===== src/design/twm_pkg.sv =====
// Constants and carrier types for the three-wire motor input logic.
// Assumes digital inputs are already debounced and synchronous to sys_clk.
//
// Contract
// [RQ1] While a current-reference-select input is active, only the current-loop reference is used.
// [RQ2] The thermistor function may only be assigned to digital input 5; elsewhere it is rejected.
// [RQ3] Fault acknowledge always acts as a make contact and its inversion setting is ignored.
// [RQ4] A momentary ON pulse on the three-wire start input starts the motor.
// [RQ5] The three-wire stop input is a break contact; when it goes OFF the motor stops.
// [RQ6] Any state change on the three-wire direction input while running reverses the direction.
// [RQ7] Fault acknowledge asserted while running removes drive so the motor coasts to a stop.
// [RQ8] Run latches on start while stop is ON, clears when stop goes OFF; direction OFF is forward.
package twm_pkg;

  localparam int unsigned NUM_INPUTS = 5;
  localparam int unsigned FUNC_W = 5;
  localparam int unsigned PTC_INPUT_INDEX = 4;

  localparam logic [4:0] FUNC_NONE = 5'h00;
  localparam logic [4:0] FUNC_CUR_REF_SEL = 5'h10;
  localparam logic [4:0] FUNC_FAULT_ACK = 5'h12;
  localparam logic [4:0] FUNC_PTC = 5'h13;
  localparam logic [4:0] FUNC_START3 = 5'h14;
  localparam logic [4:0] FUNC_STOP3 = 5'h15;
  localparam logic [4:0] FUNC_DIR3 = 5'h16;

  localparam logic [1:0] REF_SRC_DEFAULT = 2'h0;
  localparam logic [1:0] REF_SRC_CURRENT = 2'h1;

  typedef struct packed {
    logic [FUNC_W-1:0] func;
    logic invert;
  } twm_input_cfg_t;

  typedef struct packed {
    logic run;
    logic reverse;
    logic coast;
  } twm_drive_t;

endpackage


===== src/design/twm_input_map.sv =====
// Maps one terminal to its programmed function with polarity handling.
// Assumes the configuration is stable while the terminal is in use.
`timescale 1ns/100ps
module twm_input_map
  import twm_pkg::*;
#(
  parameter int unsigned INDEX = 0
)
(
  input wire logic pin,
  input twm_pkg::twm_input_cfg_t cfg,
  output logic [twm_pkg::FUNC_W-1:0] func,
  output logic level,
  output logic rejected
);

  always_comb
  begin
    func = cfg.func;
    rejected = 1'b0;
    if (cfg.func == FUNC_PTC && INDEX != PTC_INPUT_INDEX)
    begin
      func = FUNC_NONE; // [RQ2]
      rejected = 1'b1; // [RQ2]
    end
    // A forced make contact keeps a stuck inversion bit from latching a permanent reset.
    if (cfg.func == FUNC_FAULT_ACK)
      level = pin; // [RQ3]
    else
      level = pin ^ cfg.invert;
  end

endmodule


===== src/design/twm_top.sv =====
// Top of the three-wire motor input logic: function routing and run latch.
// Assumes terminal levels are synchronous to sys_clk and configuration is static.
`timescale 1ns/100ps
module twm_top
(
  input wire logic sys_clk,
  input wire logic sys_rst,
  input wire logic [twm_pkg::NUM_INPUTS-1:0] terminal_in,
  input twm_pkg::twm_input_cfg_t [twm_pkg::NUM_INPUTS-1:0] input_cfg,
  output logic motor_run,
  output logic motor_reverse,
  output logic motor_coast,
  output logic [1:0] reference_source,
  output logic ptc_active,
  output logic fault_ack,
  output logic [twm_pkg::NUM_INPUTS-1:0] cfg_rejected
);
  import twm_pkg::*;

  logic [FUNC_W-1:0] func_w [NUM_INPUTS];
  logic [NUM_INPUTS-1:0] level_w;
  logic [NUM_INPUTS-1:0] rej_w;

  ////////////////////////////////////////////////////////////////////////////
  genvar gi;
  generate
    for (gi = 0; gi < NUM_INPUTS; gi++)
    begin : g_map
      twm_input_map #(.INDEX(gi)) u_map
      (
        .pin(terminal_in[gi]),
        .cfg(input_cfg[gi]),
        .func(func_w[gi]),
        .level(level_w[gi]),
        .rejected(rej_w[gi])
      );
    end
  endgenerate

  function automatic logic any_func(input logic [FUNC_W-1:0] code,
                                    input logic [NUM_INPUTS-1:0] lv,
                                    input logic [FUNC_W-1:0] f [NUM_INPUTS]);
    logic hit;
    hit = 1'b0;
    for (int i = 0; i < NUM_INPUTS; i++)
      if (f[i] == code && lv[i])
        hit = 1'b1;
    return hit;
  endfunction

  function automatic logic has_func(input logic [FUNC_W-1:0] code,
                                    input logic [FUNC_W-1:0] f [NUM_INPUTS]);
    logic hit;
    hit = 1'b0;
    for (int i = 0; i < NUM_INPUTS; i++)
      if (f[i] == code)
        hit = 1'b1;
    return hit;
  endfunction

  ////////////////////////////////////////////////////////////////////////////
  logic start_w;
  logic stop_ok_w;
  logic dir_w;
  logic ack_w;
  logic start_reg;
  logic run_next;

  always_comb
  begin
    start_w = any_func(FUNC_START3, level_w, func_w);
    // Without a stop terminal assigned, stop is taken as OFF so three-wire cannot run.
    stop_ok_w = any_func(FUNC_STOP3, level_w, func_w); // [RQ5]
    dir_w = any_func(FUNC_DIR3, level_w, func_w);
    ack_w = any_func(FUNC_FAULT_ACK, level_w, func_w);
  end

  always_ff @(posedge sys_clk or posedge sys_rst)
  begin
    // Only start needs an edge history; direction is followed as a level.
    if (sys_rst)
      start_reg <= 1'b0;
    else
      start_reg <= start_w;
  end

  always_comb
  begin
    run_next = motor_run;
    if (start_w && !start_reg && stop_ok_w)
      run_next = 1'b1; // [RQ4] [RQ8]
    if (!stop_ok_w)
      run_next = 1'b0; // [RQ5] [RQ8]
    if (ack_w)
      run_next = 1'b0; // [RQ7]
  end

  always_ff @(posedge sys_clk or posedge sys_rst)
  begin
    if (sys_rst)
      motor_run <= 1'b0;
    else
      motor_run <= run_next;
  end

  always_ff @(posedge sys_clk or posedge sys_rst)
  begin
    if (sys_rst)
      motor_reverse <= 1'b0;
    else
      motor_reverse <= dir_w; // [RQ6] [RQ8]
  end

  // Coast is held until the next start so the ramp logic never takes over mid-spin.
  always_ff @(posedge sys_clk or posedge sys_rst)
  begin
    if (sys_rst)
      motor_coast <= 1'b0;
    else if (ack_w && motor_run)
      motor_coast <= 1'b1; // [RQ7]
    else if (run_next)
      motor_coast <= 1'b0;
  end

  ////////////////////////////////////////////////////////////////////////////
  always_ff @(posedge sys_clk or posedge sys_rst)
  begin
    if (sys_rst)
      reference_source <= REF_SRC_DEFAULT;
    else
      reference_source <= any_func(FUNC_CUR_REF_SEL, level_w, func_w) ?
                          REF_SRC_CURRENT : REF_SRC_DEFAULT; // [RQ1]
  end

  // Only a validly placed thermistor function counts; rejected ones read as none.
  always_ff @(posedge sys_clk or posedge sys_rst)
  begin
    if (sys_rst)
      ptc_active <= 1'b0;
    else
      ptc_active <= has_func(FUNC_PTC, func_w); // [RQ2]
  end

  always_ff @(posedge sys_clk or posedge sys_rst)
  begin
    if (sys_rst)
      fault_ack <= 1'b0;
    else
      fault_ack <= ack_w; // [RQ3]
  end

  always_ff @(posedge sys_clk or posedge sys_rst)
  begin
    if (sys_rst)
      cfg_rejected <= '0;
    else
      cfg_rejected <= rej_w; // [RQ2]
  end

endmodule


===== config.mk =====
export PLATFORM = sky130hd
export DESIGN_NAME = twm_top
export DESIGN_NICKNAME = d
export VERILOG_FILES = /design/src/design/twm_pkg.sv /design/src/design/twm_input_map.sv /design/src/design/twm_top.sv
export SDC_FILE = /design/constraint.sdc
export NUM_CORES = 1
export LEC_CHECK = 0
export BUFFER_PORTS_ARGS = -buffer_cell sky130_fd_sc_hd__buf_2
export CORE_ASPECT_RATIO = 0.7
export CORE_MARGIN = 3
export CORE_UTILIZATION = 23
export DETAILED_ROUTE_END_ITERATION = 7
export SYNTH_ARGS = -nofsm -noshare
export SYNTH_HDL_FRONTEND = slang
export SYNTH_SLANG_ARGS = --single-unit
export TNS_END_PERCENT = 10

===== constraint.sdc =====
create_clock -name sys_clk -period 2.3 [get_ports sys_clk]
set_clock_uncertainty 0.1 [all_clocks]
set_input_delay 0 -clock sys_clk [delete_from_list [all_inputs] [get_ports sys_clk]]
set_output_delay 0 -clock sys_clk [all_outputs]
set_load 0.005 [all_outputs]

==> results.cfg <==
[run_status]
status = complete, no violations

[clock_network]
clock_path_buffers = 2
cts_tree = done
cts_root_buf = clkbuf_8
postCtsSetupRepairBufs = 0
clk_pin_slew_ns = 0.05
htree_levels = 1
clkLatencyLatePin_ns = 0.23
cts_buffers = 3
clock_sinks = 11

[cells_and_area]
final_area_mm2 = 0.00123
diodes = 0
final_util_pct = 38.5
stdcell_count = 185
syn_to_final_growth_pct = 57.5
nNetsFinal = 185
top_register = cfg_rejected
drive_gt1_share_pct = 37.4
filler_cell_count = 336
largest_register_ffs = 4

[drt]
vias = 894
drt_iter0_markers = 40
wire_per_inst_um = 12.8
wl_mm = 2.38
firstDrtPassIters = 4
drc_errors = 0
vias_per_cell = 4.83
ant_nets = 0

[sta]
hold_violations = 0
fin_crit_sh_pct = 94.1
final-max-slew-violation-count = 0
rsz0062_at_grt = false
max_freq_ghz = 0.462
timing.setup.tns_ns = 0
setup_viol = 0
fin_crit_ns = 2.16

[yosys]
synthCells = 85
ys_async_sr_fraction_pct = 100
yosysMostFrequentCell = dfrtp_1
ys_seq_elements = 11
ys_warn_count = 0
ys_seq_area_share_pct = 35.3
synth.cell_area_um2 = 779
synth.top_cells.by_count = dfrtp_1 (11), nand3b_1 (7), nand2_1 (6), nor2_1 (6), xor2_1 (5)
syn_area_per_cell_um2 = 9.17
yosys.area.top_type = dfrtp_1
synth-edff-count = 0
ys_top_cells_by_area = dfrtp_1 (35%), nand3b_1 (6.7%), xor2_1 (5.6%)
synth_ff_type = dfrtp_1
yosys.area.top_type_share_pct = 35.3
synth_cell_types = 34

[place]
dpl_cell_area_mm2 = 0.00105
routabilityCongestion = 0.759
port_buffers = 46
place_inst = 168
hpwlAfterDp_mm = 1.86

[worst_setup_path]
crit_family = buffers and inverters
crit_chain = dlygate4sd3_1, buf_2, nor3b_4, nand4_1, dlygate4sd3_1, nand3_1, dlygate4sd3_1
rrSetupSlack_ns = 1.35
cp_num_buf_inv = 4
cp.arrival_ns = 2.23
worstSetupEndpointType = flop
worstPathMaxFanout = 4
r2r_start = start_reg
worst_path_most_repeated_cell = dlygate4sd3_1
critPathLaunchType = primary input
worst_ep_required_time_ns = 2.37
slowest_delay_ns = 0.56
cpMaxStageDelayCell = dlygate4sd3_1
startpoint = input_cfg[22]
critPathKind = primary input to flop

[global_routing]
track_usage_pct = 11.3
antenna_found_initial = 0
first_global_vias = 783
grt_max_degree = 12
grt_overflow_total = 0
grt_pass1_wl_mm = 3.46

[floorplanning]
core_area_mm2 = 0.00319
die_w_um = 75.6
die_y_um = 54.7
row_count = 17
pin_count = 49
start_util_pct = 24.4
die_area_mm2 = 0.00413

[run]
drv_cap = 0

[power_and_ir_drop]
leakage_nw = 0.624
vdd_drop_max_uv = 113
powerDensity_mw_per_mm2 = 413

[min_path]
holdCritStartpoint = input_cfg[7]
hp-class = primary input to flop
stage by stage:
step           setup WS (ns)  hold WS [ns]  power, mW
6_report               0.136       0.00795      0.507
5_1_grt               0.0256        0.0232      0.537
4_1_cts                0.190       0.00912      0.510
3_5_place_dp           0.750       -0.0982      0.308
3_3_place_gp           0.786        -0.111      0.304
2_1_floorplan          0.919        -0.248      0.253
kinds of logic after synthesis:
family	Yosys count	share of synthesized area, %
and+or+nand+nor	53	47.0
DFF	11	35.3
AOI/OAI and AO/OA	10	8.19
xor gates and xnor gates	5	5.62
buffers and inverters	5	3.37
other	1	0.481
repair_timing:
item	4_1_cts	5_1_grt
hold buffers	13	0
setup endpoints to repair	0	1
endpoints found under the hold margin	17	0
gates resized for setup	0	1
cell usage in the layout, fill, tap and decap left out, types with 2 or more instances in the layout:
master	synthesis	final
inv_1	3	3
o21ai_0	2	2
nor3b_1	4	4
nor2_1	6	6
nand3_1	4	4
o21ai_1	2	2
or3b_1	2	2
dfrtp_1	11	11
conb_1	1	2
nor4b_1	4	4
nand2_1	6	6
nor3_1	3	3
clkbuf_8	0	3
buf_2	0	46
and3_1	2	2
dlygate4sd3_1	0	13
nand4b_1	3	3
xor2_1	5	5
a21oi_1	2	2
nand3b_1	7	7
routing by layer:
layer	track usage [%]	up-vias	share of wire [%]
li1	-	440	-
met1	15.4	405	45
met2	18.3	47	45
met3	1.47	2	10
met4	4.36	0	0.29
met5	0	-	0
path summary, 6_finish.rpt:
check | cells past startpoint | to
max | 7 | motor_reverse
max in group asynchronous | 3 | start_reg
min reg2reg | 3 | motor_run
min in group asynchronous | 3 | ptc_active
max reg2reg | 3 | motor_coast
min | 2 | cfg_rejected[1]
area by class of cell:
| class | count | area [um2] | share of cell area (%) |
|---|---|---|---|
| Inverter | 3 | 11.3 | 0.917 |
| Clock buffer | 4 | 45.0 | 3.67 |
| Timing Repair Buffer | 59 | 360 | 29.4 |
| Tap cell | 38 | 47.5 | 3.87 |
| Multi-Input combinational cell | 70 | 488 | 39.8 |
| Sequential cell | 11 | 275 | 22.4 |
power breakdown:
group          internal [mW]  leakage, nW  total, mW  switching [mW]
combinational         0.0616        0.449      0.119          0.0575
sequential             0.200        0.152      0.201         0.00165
clock                  0.121       0.0228      0.187          0.0656
Power figures use the tool's default switching activity.
